==> config.mk <==
export PLATFORM = sky130hd
export DESIGN_NAME = rxddr_top
export DESIGN_NICKNAME = d
export VERILOG_FILES = /design/src/rtl/rxddr_pkg.sv /design/src/rtl/rxddr_top.sv
export SDC_FILE = /design/constraint.sdc
export NUM_CORES = 1
export LEC_CHECK = 0
export ABC_AREA = 1
export BUFFER_PORTS_ARGS = -buffer_cell sky130_fd_sc_hd__buf_2
export CELL_PAD_IN_SITES_DETAIL_PLACEMENT = 1
export CELL_PAD_IN_SITES_GLOBAL_PLACEMENT = 1
export CORE_ASPECT_RATIO = 0.75
export CORE_UTILIZATION = 45
export CTS_CLUSTER_SIZE = 12
export DETAILED_ROUTE_END_ITERATION = 12
export HOLD_SLACK_MARGIN = 0.12
export PLACE_DENSITY_LB_ADDON = 0.1
export SLEW_MARGIN = 10
export SYNTH_ARGS = -nofsm -noshare
export SYNTH_HDL_FRONTEND = slang
export SYNTH_HIERARCHICAL = 1
export SYNTH_SLANG_ARGS = --single-unit
==> constraint.sdc <==
create_clock -name ref_clk -period 7.1 [get_ports ref_clk]
set_input_delay 0.355 -clock ref_clk [delete_from_list [all_inputs] [get_ports ref_clk]]
set_output_delay 0.355 -clock ref_clk [all_outputs]
set_load 0.005 [all_outputs]
==> src/rtl/rxddr_pkg.sv <==
package rxddr_pkg;

  // ----------------------------------------
  // Register map
  // ----------------------------------------
  localparam int ADDR_W = 4;
  localparam logic [3:0] OFF_CTRL = 4'h0;
  localparam logic [3:0] OFF_STATUS = 4'h4;
  localparam logic [3:0] OFF_UNDERRUN = 4'h8;

  // Control fields
  localparam int CTRL_MODE_LSB = 0;
  localparam int CTRL_CODE_BIT = 2;
  localparam int CTRL_CTC_BIT = 3;

  // Status fields
  localparam int STAT_STATE_LSB = 0;
  localparam int STAT_LEVEL_LSB = 4;
  localparam int STAT_EMPTY_BIT = 8;
  localparam int STAT_FULL_BIT = 9;

  // ----------------------------------------
  // Channel modes and reset values
  // ----------------------------------------
  localparam logic [1:0] MODE_NIBBLE = 2'h0;
  localparam logic [1:0] MODE_MUX = 2'h1;
  localparam logic [1:0] MODE_INDEP = 2'h2;
  localparam logic [1:0] MODE_RST = MODE_NIBBLE;
  localparam logic CODE_RST = 1'h0;
  localparam logic CTC_RST = 1'h1;

  // ----------------------------------------
  // Sizes and timing
  // ----------------------------------------
  localparam int WORD_W = 10;
  localparam int NUM_CH = 7;
  localparam int FIFO_DEPTH = 8;
  localparam int REF_PERIOD_NS = 40;
  localparam int REC_DIV = 10;
  localparam int REC_HALF = REC_DIV / 2;

  // Lane sequencer states
  typedef enum logic [2:0] {
    ST_IDLE = 3'h1,
    ST_FIRST = 3'h2,
    ST_SECOND = 3'h4
  } rxddr_state_e;

endpackage

==> src/rtl/rxddr_top.sv <==
// Register access over Avalon-MM and the register offsets were decided locally.
`timescale 1ns/1ps

// ----------------------------------------
// Word FIFO
// ----------------------------------------
module rxddr_fifo #(
  parameter int WIDTH = 22,
  parameter int DEPTH = 8
) (
  // Clock and reset
  input wire logic clk,
  input wire logic reset,
  // Fill side
  input wire logic in_valid,
  output logic in_ready,
  input wire logic [WIDTH-1:0] in_data,
  // Drain side
  output logic out_valid,
  input wire logic out_ready,
  output logic [WIDTH-1:0] out_data,
  // Fill level
  output logic [$clog2(DEPTH+1)-1:0] level
);
  localparam int PW = $clog2(DEPTH);
  localparam int LW = $clog2(DEPTH+1);

  typedef struct packed {
    logic [DEPTH-1:0][WIDTH-1:0] mem;
    logic [PW-1:0] wr;
    logic [PW-1:0] rd;
    logic [LW-1:0] cnt;
  } rxddr_fifo_s;

  rxddr_fifo_s s_q;
  rxddr_fifo_s s_d;
  logic push;
  logic pop;

  assign in_ready = (s_q.cnt != LW'(DEPTH));
  assign out_valid = (s_q.cnt != '0);
  assign out_data = s_q.mem[s_q.rd];
  assign level = s_q.cnt;
  assign push = in_valid && in_ready;
  assign pop = out_valid && out_ready;

  always_comb begin
    s_d = s_q;
    if (push) begin
      s_d.mem[s_q.wr] = in_data;
      s_d.wr = (s_q.wr == PW'(DEPTH - 1)) ? '0 : s_q.wr + PW'(1);
    end
    if (pop) begin
      s_d.rd = (s_q.rd == PW'(DEPTH - 1)) ? '0 : s_q.rd + PW'(1);
    end
    s_d.cnt = s_q.cnt + LW'(push) - LW'(pop);
  end

  always_ff @(posedge clk or posedge reset) begin
    if (reset) begin
      s_q <= '0;
    end else begin
      s_q <= s_d;
    end
  end
endmodule

// ----------------------------------------
// Receive A/B DDR output
// ----------------------------------------
module rxddr_top #(
  parameter int DEPTH = rxddr_pkg::FIFO_DEPTH
) (
  // Clock and reset
  input wire logic ref_clk,
  input wire logic reset,
  // Register bus
  input wire logic [rxddr_pkg::ADDR_W-1:0] avs_address,
  input wire logic avs_read,
  input wire logic avs_write,
  input wire logic [31:0] avs_writedata,
  input wire logic [3:0] avs_byteenable,
  output logic [31:0] avs_readdata,
  output logic avs_waitrequest,
  // Received words
  input wire logic word_valid,
  output logic word_ready,
  input wire logic [rxddr_pkg::WORD_W-1:0] word_a,
  input wire logic [rxddr_pkg::WORD_W-1:0] word_b,
  input wire logic kflag_a,
  input wire logic kflag_b,
  // Recovered clocks, channels A to G
  input wire logic [rxddr_pkg::NUM_CH-1:0] rec_clk_in,
  // Receive clocks
  output logic chan_h_rx_clock_out,
  output logic [rxddr_pkg::NUM_CH-1:0] per_channel_rx_clock_out,
  // Receive lanes
  output logic [7:0] rx_lane_ab_byte,
  output logic rx_lane_ab_bit8_kflag,
  output logic rx_lane_ab_bit9
);
  localparam int W = rxddr_pkg::WORD_W;
  localparam int N = rxddr_pkg::NUM_CH;
  localparam int FW = 2 * W + 2;
  localparam int LW = $clog2(DEPTH+1);

  typedef struct packed {
    logic [N-1:0] sync1;
    logic [N-1:0] sync2;
    logic [N-1:0] prev;
    logic [N-1:0][2:0] cnt;
    logic [N-1:0] div;
    logic shared;
    logic [N-1:0] pco;
    logic [W-1:0] lanes;
    rxddr_pkg::rxddr_state_e st;
    logic [W-1:0] cur_a;
    logic [W-1:0] cur_b;
    logic cur_ka;
    logic cur_kb;
    logic [1:0] mode;
    logic code;
    logic clock_tolerance_compensation;
    logic ack;
    logic [31:0] rdata;
    logic [15:0] underruns;
  } rxddr_top_s;

  localparam rxddr_top_s RST = '{
    st: rxddr_pkg::ST_IDLE,
    mode: rxddr_pkg::MODE_RST,
    code: rxddr_pkg::CODE_RST,
    clock_tolerance_compensation: rxddr_pkg::CTC_RST,
    default: '0
  };

  rxddr_top_s s_q;
  rxddr_top_s s_d;

  logic f_valid;
  logic f_pop;
  logic [FW-1:0] f_data;
  logic [LW-1:0] f_level;
  logic ctc_eff;
  logic tick;
  logic first_slot;
  logic shared_nxt;

  // ----------------------------------------
  // Word buffer
  // ----------------------------------------
  rxddr_fifo #(
    .WIDTH(FW),
    .DEPTH(DEPTH)
  ) u_fifo (
    .clk(ref_clk),
    .reset(reset),
    .in_valid(word_valid),
    .in_ready(word_ready),
    .in_data({kflag_b, kflag_a, word_b, word_a}),
    .out_valid(f_valid),
    .out_ready(f_pop),
    .out_data(f_data),
    .level(f_level)
  );

  // Lane pattern for one half of a nibble word
  function automatic logic [4:0] nib(input logic [W-1:0] w, input logic k,
                                     input logic hi, input logic code);
    logic [4:0] r;
    if (!code) begin
      r = hi ? w[9:5] : w[4:0];
    end else begin
      r = hi ? {w[7], k, w[6:4]} : {1'b0, w[3:0]};
    end
    return r;
  endfunction

  // Lane pattern for one multiplexed word
  function automatic logic [W-1:0] mux(input logic [W-1:0] w, input logic k,
                                       input logic code);
    logic [W-1:0] r;
    r = code ? {1'b0, k, w[7:0]} : w;
    return r;
  endfunction

  // Lane pattern for a given edge
  function automatic logic [W-1:0] lane_pat(input logic [1:0] mode, input logic code,
                                            input logic rise, input logic [W-1:0] a,
                                            input logic [W-1:0] b, input logic ka,
                                            input logic kb);
    logic [W-1:0] r;
    if (mode == rxddr_pkg::MODE_NIBBLE) begin
      r = {nib(b, kb, rise, code), nib(a, ka, rise, code)};
    end else begin
      r = rise ? mux(b, kb, code) : mux(a, ka, code);
    end
    return r;
  endfunction

  // Compensation may be off only outside multiplexed mode
  assign ctc_eff = s_q.clock_tolerance_compensation || (s_q.mode == rxddr_pkg::MODE_MUX);
  // Reference copy when compensating, else channel A divided by ten
  assign shared_nxt = ctc_eff ? !s_q.shared
                              : (s_q.div[0] ^ (s_q.sync2[0] && !s_q.prev[0]
                                 && s_q.cnt[0] == 3'(rxddr_pkg::REC_HALF - 1)));
  assign first_slot = (s_q.mode == rxddr_pkg::MODE_NIBBLE) ? !shared_nxt : shared_nxt;
  assign tick = (shared_nxt != s_q.shared);
  assign f_pop = tick && first_slot && f_valid;

  // ----------------------------------------
  // Next state
  // ----------------------------------------
  always_comb begin
    s_d = s_q;
    // Recovered clock synchronisers and dividers
    s_d.sync1 = rec_clk_in;
    s_d.sync2 = s_q.sync1;
    s_d.prev = s_q.sync2;
    for (int i = 0; i < N; i++) begin
      if (s_q.sync2[i] && !s_q.prev[i]) begin
        if (s_q.cnt[i] == 3'(rxddr_pkg::REC_HALF - 1)) begin
          s_d.cnt[i] = '0;
          s_d.div[i] = !s_q.div[i];
        end else begin
          s_d.cnt[i] = s_q.cnt[i] + 3'h1;
        end
      end
    end
    // Shared receive clock
    s_d.shared = shared_nxt;
    // Per-channel receive clocks
    for (int i = 0; i < N; i++) begin
      if (s_q.mode == rxddr_pkg::MODE_MUX) begin
        s_d.pco[i] = (i % 2 == 0) ? !s_d.shared : s_d.shared;
      end else if (ctc_eff) begin
        s_d.pco[i] = s_d.shared;
      end else begin
        s_d.pco[i] = s_d.div[i];
      end
    end
    // Lane sequencer, lanes change only at clock edges
    if (tick) begin
      case (s_q.st)
        rxddr_pkg::ST_IDLE, rxddr_pkg::ST_SECOND: begin
          if (first_slot) begin
            if (f_valid) begin
              {s_d.cur_kb, s_d.cur_ka, s_d.cur_b, s_d.cur_a} = f_data;
              s_d.st = rxddr_pkg::ST_FIRST;
            end else begin
              s_d.cur_a = '0;
              s_d.cur_b = '0;
              s_d.cur_ka = 1'b0;
              s_d.cur_kb = 1'b0;
              s_d.st = rxddr_pkg::ST_IDLE;
              if (s_q.st == rxddr_pkg::ST_SECOND) begin
                s_d.underruns = s_q.underruns + 16'h1;
              end
            end
          end
        end
        rxddr_pkg::ST_FIRST: begin
          if (!first_slot) begin
            s_d.st = rxddr_pkg::ST_SECOND;
          end
        end
        default: begin
          s_d.st = rxddr_pkg::ST_IDLE;
        end
      endcase
      s_d.lanes = lane_pat(s_q.mode, s_q.code, s_d.shared, s_d.cur_a, s_d.cur_b,
                           s_d.cur_ka, s_d.cur_kb);
    end
    // Register bus
    s_d.ack = (avs_read || avs_write) && !s_q.ack;
    if (avs_read && !s_q.ack) begin
      case (avs_address)
        rxddr_pkg::OFF_CTRL: begin
          s_d.rdata = '0;
          s_d.rdata[rxddr_pkg::CTRL_MODE_LSB +: 2] = s_q.mode;
          s_d.rdata[rxddr_pkg::CTRL_CODE_BIT] = s_q.code;
          s_d.rdata[rxddr_pkg::CTRL_CTC_BIT] = s_q.clock_tolerance_compensation;
        end
        rxddr_pkg::OFF_STATUS: begin
          s_d.rdata = '0;
          s_d.rdata[rxddr_pkg::STAT_STATE_LSB +: 3] = s_q.st;
          s_d.rdata[rxddr_pkg::STAT_LEVEL_LSB +: LW] = f_level;
          s_d.rdata[rxddr_pkg::STAT_EMPTY_BIT] = !f_valid;
          s_d.rdata[rxddr_pkg::STAT_FULL_BIT] = !word_ready;
        end
        rxddr_pkg::OFF_UNDERRUN: begin
          s_d.rdata = {16'h0, s_q.underruns};
        end
        default: begin
          s_d.rdata = '0;
        end
      endcase
    end
    if (avs_write && s_q.ack) begin
      if (avs_address == rxddr_pkg::OFF_CTRL && avs_byteenable[0]) begin
        s_d.mode = avs_writedata[rxddr_pkg::CTRL_MODE_LSB +: 2];
        s_d.code = avs_writedata[rxddr_pkg::CTRL_CODE_BIT];
        s_d.clock_tolerance_compensation = avs_writedata[rxddr_pkg::CTRL_CTC_BIT];
      end
      if (avs_address == rxddr_pkg::OFF_UNDERRUN && avs_byteenable[0]) begin
        // An underrun in the clearing cycle is kept
        s_d.underruns = (s_d.underruns != s_q.underruns) ? 16'h1 : 16'h0;
      end
    end
  end

  always_ff @(posedge ref_clk or posedge reset) begin
    if (reset) begin
      s_q <= RST;
    end else begin
      s_q <= s_d;
    end
  end

  // ----------------------------------------
  // Outputs
  // ----------------------------------------
  assign avs_waitrequest = (avs_read || avs_write) && !s_q.ack;
  assign avs_readdata = s_q.rdata;
  assign chan_h_rx_clock_out = s_q.shared;
  assign per_channel_rx_clock_out = s_q.pco;
  assign rx_lane_ab_byte = s_q.lanes[7:0];
  assign rx_lane_ab_bit8_kflag = s_q.lanes[8];
  assign rx_lane_ab_bit9 = s_q.lanes[9];

  logic nib_q;
  logic mux_q;
  logic ctc_q;
  assign nib_q = (s_q.mode == rxddr_pkg::MODE_NIBBLE);
  assign mux_q = (s_q.mode == rxddr_pkg::MODE_MUX);
  assign ctc_q = s_q.clock_tolerance_compensation || mux_q;
endmodule

-- Word-level counts from Yosys, hierarchy flattened
Cells that the tools add are included.
- register bits after elaboration: 331
- input port bits: 74
- output and inout port bits: 52
- word-level logic and storage cells: 185
- $add $sub $neg: 12
- magnitude comparators: 3
- equal/unequal tests: 20
- muxes and demuxes: 68
- bitwise gates (word level): 1
- reduce and logical (&&, ||, !) cells: 45
- operators by type and width (cell ; number):
    bitwise mux 176 bit ; 1
    two-way mux 16 bit ; 7
    binary-select mux 22 bit (select 3 bit) ; 1
    demux 22 bit (select 3 bit) ; 1
    two-way mux 22 bit ; 3
    one-hot mux 16 bit (3 select lines) ; 1
    two-way mux 10 bit ; 4
    two-way mux 1 bit ; 31
    equality test 3 bit (second input constant) ; 10
    two-way mux 3 bit ; 10
    two-way mux 5 bit ; 6
    adder 3 x 1 -> 3 bit (second input constant) ; 9
    two-way mux 25 bit ; 1
    two-way mux 24 bit ; 1
    zero test 1 bit ; 19
    logical AND 1 bit ; 18
    adder 16 x 1 -> 16 bit (second input constant) ; 1
    != test 16 bit ; 1
    < comparator 3 x 4 -> 1 bit (second input constant) ; 2
    one-hot mux 3 bit (2 select lines) ; 1
    adder 4 x 1 -> 4 bit ; 1
    equality test 4 x 3 -> 1 bit (second input constant) ; 1
    equality test 4 bit (second input constant) ; 1
    zero test 4 bit ; 1
    other kinds (15) ; 17

-- Logic depth before layout (Yosys ltp)
Gate-level depths: netlist of run 1.
- depth after elaboration: 14
- depth in mapped cells: 21
- gate-level depth less buffers: 19

-- Hierarchy
The synthesis of run 1 kept the hierarchy.
- modules (own cells, without submodules) (module ; instances ; cells each ; area an instance (um^2) ; sequential area each (um^2)):
    rxddr_fifo ; 1 ; 1469 ; 10246.1 ; 4654.5
    rxddr_top ; 1 ; 852 ; 6797.8 ; 3230.6

-- Least setup slack after synthesis of run 1
No wires, ideal clock.
- kind: register to register
- start point: reg, netlist name s_q[103]
- end point: reg u_fifo.s_q (netlist bit u_fifo/level[2])
- library setup time: 0.123 ns
- data arrival time: 2.795 ns
- data required time: 6.977 ns
- slack: 4.182 ns
- cell stages (with the launch flop): 22
- buffers on the path: 2
- period minus slack after synthesis: 2.918 ns
- cell sequence: dfrtp_1 inv_1 ha_1 nand2_1 inv_1 nand2_1 nand2_1 nand3_2 nand2_2 nand2_1 o21ai_2 buf_6 clkbuf_1 nor3_1 nand2_1 inv_1 ha_1 inv_1 ha_1 inv_1 fa_1 xnor2_1
- RTL lines (item ; line ; source):
    end signal: assignment ; rxddr_top.sv:61 ; s_q <= '0;
    end signal: assignment ; rxddr_top.sv:63 ; s_q <= s_d;
    end: declaration ; rxddr_top.sv:35 ; rxddr_fifo_s s_q;

==> impl_results.md, run 1 <==
* Status: finished, final reports clean
* Worst-Skew Late Latency at 0.54 ns
* Critical Path Source Type: register
* Fin crit share at 0.508
* Setup WS pre-CTS at 3.51 ns
* Slowest stage delay, CP at just under 0.5 ns
* Antenna violations before repair at 2
* Max VDD drop at around 0.24 mV
* Full die area at 38,700 um^2
* Worst-case clock buffer depth at 3
* Critical Path RT at 7.51 ns
* First-pass GRT wire length at 84.8 mm
* Fill count at 4,742
* Syn Inst Count at around 2.3k
* Commonest non-fill, non-tap cells in the layout: 913 x nand2_1, 312 x dfrtp_1, 273 x inv_1
* PortBufs at 78
* RSZ-0062 raised after global routing: no
* Final instance area at 18,700 um^2
* Vias in the first global route at 15.6k
* Area delta synth->final at 9.76%
* Power Density at 463 nW/um^2
* Inserted Clock Buffers at 36
* Grt total ovfl at 0
* # H-tree levels at 2
* Total wire length at 52.5 mm
* Fin worst setup slack at 3.49 ns
* Syn_area_per_cell at 7.34 um^2
* Worst Tran Pin Value at 1.19 ns
* TNS Setup at 0 ns
* Pin count of the biggest net entering global routing at 148
* Post-DR wirelength/cell at 18.6 um
* Post-CTS Setup Inserts at 0
* Core area at 37,200 um^2
* Row count at 61
* Overall Global Routing Usage at 0.278
* Main area contributors after synthesis: dfrtp_1 46%, nand2_1 20%, nand4_1 7.0%
* Hold Crit Class: primary input to register
* Worst Hold Path EP: u_fifo/s_q[30]
* Fraction of layout cells with a size suffix above 1 at 0.0897
* Final #Nets at roughly 2.4k
* Slowest CP cell: nand2_2
* YS warnings at 6
* R2R setup slack at 3.49 ns
* Worst hold start: kflag_a
* Drc violations at 0
* Slew HR at 0.204
* DRT iter0 DRCs at 1,095
* Min cycle time layout at 3.61 ns
* Area leader, netlist: dfrtp_1
* Critical Path AT at 4.02 ns
* CTS root buffer: clkbuf_16
* Max Slew Vio Count at 0
* Crit Path Max Fanout at 25
* Die Y-Extent at 171 um
* Lkg Pwr at approximately 10 nW
* R2R cell count at 18
* Crit. End Element: register
* Via Count at 15.1k
* R2r startpoint: s_q[103]
* ANT nets after route at 0
* Most Frequent Cell on Critical Path: inv_1
* CTS Sinks at 315
* DR pass1 iterations at 5
* Unique masters post-synth at 42
* Vias per cell at 5.35
* FFs w/ async S/R, synth at 1.00
* CTS tree: built
* Placed cell area at 17,400 um^2
* Final setup vio count at 0
* Maxcap violations at 0
* Starting Density at 0.459
* Yosys top cell area share at 0.460
* Hpwl dp at 31.4 mm
* Post-synth EDFFs at 0
* Synthesized area at 17,000 um^2
* Fmax at 0.277 GHz
* Routability Congestion at 0.842
* Final Hold Vio Count at 0
* Synth Register Bits at 315
* Critical R2R Capture: u_fifo/level[2]
* Most common cell after layout, fill and taps aside: nand2_1
* Post-synthesis sequential area ratio at 0.463
* Worst hold path depth at 3
* Setup Skew at 0.0268 ns
* Final hold slack at about 0.16 ns
* Crit-path cells: inv_1 -> ha_1 -> nand2_1 -> inv_1 -> nand3_1 -> nand3_2 -> nand3_1 -> nand2_2 -> inv_1 -> nor3_1 -> nand2_1 -> inv_1 -> ha_1 -> inv_1 -> ha_1 -> inv_1 -> fa_1 -> xnor2_1
* Die width at 227 um
* # IOs at 126
* Setup CP Type: register to register
* Top_reg_cell synth: dfrtp_1
* Clk slew on worst S/H paths at 0.06 ns
[flip-flops by register name, indices dropped and copies added, names as in the netlist]
| register | count |
|---|---|
| rx_lane_ab_bit9 | 1 |
| avs_readdata | 16 |
| chan_h_rx_clock_out | 1 |
| s_q | 81 |
| u_fifo/level | 4 |
| per_channel_rx_clock_out | 7 |
| rx_lane_ab_bit8_kflag | 1 |
| u_fifo/s_q | 182 |
| s_d | 14 |
| rx_lane_ab_byte | 8 |
[metal layers]
metal,up-vias,wire (um),GRT usage
li1,7204,-,-
met1,7562,25300,0.398
met2,290,24000,0.445
met3,66,2280,0.0386
met4,0,962,0.0655
met5,-,0,0
[cell families (layout without fill, tap and decap cells)]
logic type,count (synthesis),after routing,share of synthesized area
AND/OR/NAND/NOR,1364,1364,0.349
buffers and inverters,482,466,0.123
flip-flops,315,315,0.463
AO/OA/AOI/OAI,116,116,0.0367
adder cells (fa/ha/maj),26,26,0.0195
XOR/XNOR,16,16,0.00822
other,1,18,0.000220
multiplexers,1,1,0.000661
[stage by stage]
step	power, mW	utilization	cells
6_report	8.66	0.503	2826
2_1_floorplan	5.61	-	2336
3_3_place_gp	6.54	0.467	2748
5_1_grt	9.38	0.503	2826
3_5_place_dp	6.71	0.467	2748
4_1_cts	8.70	0.503	2824
[layout make-up]
cell class / count / area [um^2] / share of cell area
sequential: 315 / 7890 / 0.422
multi-input combinational: 1539 / 7140 / 0.382
clock buffer: 53 / 1090 / 0.0581
inverter: 284 / 1080 / 0.0577
timing repair buffer: 120 / 756 / 0.0404
tap: 504 / 631 / 0.0337
clock inverter: 9 / 123 / 0.00655
antenna: 2 / 5.00 / 0.000268
[report_power, final]
group	total, mW	internal [mW]	switching, mW
registers	2.95	2.52	0.432
clock network	1.93	1.16	0.766
logic	3.78	1.13	2.65
[worst max path at each step]
stage	startpoint	end	depth (start not counted)
final	s_q[103]	u_fifo/level[2]	18
after global routing	s_q[103]	u_fifo/level[2]	18
after CTS	s_q[103]	u_fifo/level[2]	18
after detailed placement	s_q[103]	u_fifo/level[2]	18
after global placement	s_q[103]	u_fifo/level[2]	18
after floorplan	reset	u_fifo/level[0]	1
[what timing repair did]
action	in CTS	in global routing
resized for setup	0	0
hold buffers	14	0
hold endpoints to repair	115	0
[Yosys cell counts, types with 13 or more instances]
master	count
inv_1	275
xor2_1	15
nor2_1	75
ha_1	25
buf_4	54
o21ai_0	67
buf_1	13
nand4_1	191
clkbuf_2	19
dfrtp_1	313
nand2_1	913
buf_2	32
a21oi_1	28
clkbuf_1	77
nand3_1	150
[worst max-delay path: cells and delay by family (launching register included)]
family | cells | cell delay, ns
and+or+nand+nor | 7 | 1.29
buffers and inverters | 6 | 0.70
xor gates and xnor gates | 1 | 0.14
adders and majority gates | 4 | 0.97
DFF | 1 | 0.39
Power figures use the tool's default switching activity.
==> inputs of run 2 (changes only) <==
--- a/config.mk
+++ b/config.mk
@@ -10,7 +10,7 @@
 export CELL_PAD_IN_SITES_DETAIL_PLACEMENT = 1
 export CELL_PAD_IN_SITES_GLOBAL_PLACEMENT = 1
 export CORE_ASPECT_RATIO = 0.75
-export CORE_UTILIZATION = 45
+export CORE_UTILIZATION = 40
 export CTS_CLUSTER_SIZE = 12
 export DETAILED_ROUTE_END_ITERATION = 12
 export HOLD_SLACK_MARGIN = 0.12
==> constraint.sdc (replaced) <==
create_clock -name ref_clk -period 3.04 [get_ports ref_clk]
set_input_delay 0.152 -clock ref_clk [delete_from_list [all_inputs] [get_ports ref_clk]]
set_output_delay 0.152 -clock ref_clk [all_outputs]
set_load 0.005 [all_outputs]
==> run 2 against run 1 <==
Against the previous run:
- final area is 3.5% higher
- sequential cell count stayed put
- non-clock buffer count is 61 higher
- critical path type unchanged
- largest power group unchanged
- cell count is 4.5% higher
- register-to-register slack worse by 3.3 ns
- fmax is 25% higher
- critical path depth is 1 higher
- clock skew is 0.011 ns lower
- highest routed layer unchanged
- first-iteration DRC count is 0.55% lower
- utilization is 4.3 points lower
- power is 140% higher
- via count is 1.4% higher
==> impl_results.md, run 2 (synthesis results as in run 1) <==
* Commonest non-fill, non-tap cells in the layout: 913 x nand2_1, 311 x dfrtp_1, 272 x inv_1
* Area delta synth->final at 13.6%
* DRT iter0 DRCs at 1,089
* Row count at 65
* Fin crit share at 0.946
* Final #Nets at 2,458
* Max VDD drop at between 0.4 and 0.5 mV
* Worst-Skew Late Latency at 0.53 ns
* Worst-case clock buffer depth at 3
* Critical Path AT at between 3 and 4 ns
* Met2 Use GR at 0.424
* Inserted Clock Buffers at 37
* Fin worst setup slack at roughly 0.16 ns
* Max Slew Vio Count at 0
* Fraction of layout cells with a size suffix above 1 at 0.100
* Setup CP Type: register to register
* Power Density at 1060 nW/um^2
* DR pass1 iterations at 5
* CTS tree: built
* CTS Sinks at 315
* RSZ-0062 raised after global routing: yes
* Busiest grt layer: met2
* Maxcap violations at 0
* Met3 usage at 0.0359
* Core area at around 42,000 um^2
* Starting Density at 0.405
* Crit Path Max Fanout at 3
* Most common cell after layout, fill and taps aside: nand2_1
* Antenna violations before repair at 1
* Setup WS pre-CTS at ~0.096 ns
* Status: finished, final reports clean
* Critical Path Source Type: register
* Final setup vio count at 0
* Vias in the first global route at approximately 16k
* Final Core Density at 0.460
* Hpwl dp at around 35 mm
* Overall Global Routing Usage at 0.268
* Clk slew on worst S/H paths at 0.06 ns
* Multi-input gate area at 7150 um^2
* Final Hold Vio Count at 0
* CTS root buffer: clkbuf_16
* First-pass GRT wire length at 90.3 mm
* Worst Tran Pin Value at 1.02 ns
* Critical Path RT at 3.45 ns
* Die width at 240 um
* Slew HR at 0.318
* Routability Congestion at 0.859
* Die Y-Extent at approximately 180 um
* Vias per cell at 5.20
* Final Power at 20.6 mW
* Lkg Pwr at about 10 nW
* Min cycle time layout at 2.88 ns
* Setup Skew at 0.0154 ns
* Register area at 7890 um^2
* Drc violations at 0
* Max FFs per register at between 150 and 200
* # IOs at 126
* PortBufs at 78
* Total wire length at 56.4 mm
* Post-DR wirelength/cell at around 19 um
* Crit. End Element: register
* Grt total ovfl at 0
* ANT nets after route at 0
* Fill count at 5,260
* Biggest register: u_fifo/s_q
* Pin count of the biggest net entering global routing at ~190
* Via Count at 15.3k
* TNS Setup at 0 ns
* Met1 usage at 0.388
* Hold Crit Class: primary input to register
* # H-tree levels at 2
* Full die area at 43,400 um^2
* Fmax at between 0.3 and 0.4 GHz
[run 2: cell types whose count changed in the layout (fill, tap and decap cells not counted), sizes merged]
cell / change
inv: -2
clkinv: -1
buf: +32
bufinv: -2
diode: -1
dlygate4sd3: +29
clkbuf: +5
clkinvlp: +1
[run 2: routing by layer]
metal | vias up | wire length (um)
met4 | 0 | 953
li1 | 7312 | -
met5 | - | 0
met2 | 317 | 25900
met3 | 58 | 2480
met1 | 7650 | 27100
[run 2: layout make-up]
| cell class | count | share of cell area |
|---|---|---|
| inverters | 284 | 0.0556 |
| well taps | 569 | 0.0368 |
| repair buffers | 181 | 0.0710 |
| flip-flops and latches | 315 | 0.408 |
| diodes | 1 | 0.000129 |
| multi-input cells | 1539 | 0.369 |
| clock inverters | 5 | 0.00259 |
| clock buffers | 58 | 0.0571 |
[run 2: worst paths after layout]
| path | slack [ns] | depth (start not counted) | start | endpoint |
|---|---|---|---|---|
| max | 0.16 | 19 | s_q[103] | u_fifo/level[2] |
| min | 0.14 | 4 | avs_byteenable[0] | s_q[51] |
| max reg2reg | 0.16 | 19 | s_q[103] | u_fifo/level[2] |
| min reg2reg | 0.35 | 0 | s_d[137] | s_d[130] |
| max in group asynchronous | 1.74 | 4 | reset | u_fifo/s_q[140] |
| min in group asynchronous | 0.22 | 3 | reset | s_q[97] |
[run 2: power breakdown]
| part | total (mW) | internal (mW) | switching [mW] |
|---|---|---|---|
| Combinational | 9.37 | 2.90 | 6.47 |
| Clock | 4.36 | 2.56 | 1.80 |
| Sequential | 6.83 | 5.88 | 0.948 |
| Total | 20.6 | 11.3 | 9.22 |
[run 2: stage by stage]
stage / hold slack, ns / instance area [um^2] / std cells
after floorplan: 0.183 / 17100 / 2336
after global placement: 0.223 / 17700 / 2843
after detailed placement: 0.219 / 17700 / 2843
after CTS: 0.125 / 19300 / 2949
after global routing: 0.174 / 19400 / 2952
final: 0.137 / 19400 / 2952
[run 2: critical path, stage by stage (launching register included)]
cell     delay [ns]
dfrtp_1        0.38
inv_1          0.10
ha_1           0.17
nand2_1        0.07
inv_1          0.10
nand2_1        0.08
nand2_1        0.10
nand3_2        0.08
buf_4          0.16
o21ai_2        0.15
nor3_2         0.06
buf_4          0.14
nand2_1        0.07
inv_2          0.04
ha_1           0.26
inv_1          0.06
ha_1           0.17
inv_1          0.06
fa_1           0.38
xnor2_1        0.14
[run 2: timing repair]
item | 4_1_cts | 5_1_grt
setup buffers | 0 | 2
hold buffers | 43 | 0
resized for setup | 0 | 4
endpoints found under the setup margin | 0 | 3
endpoints found under the hold margin | 252 | 0
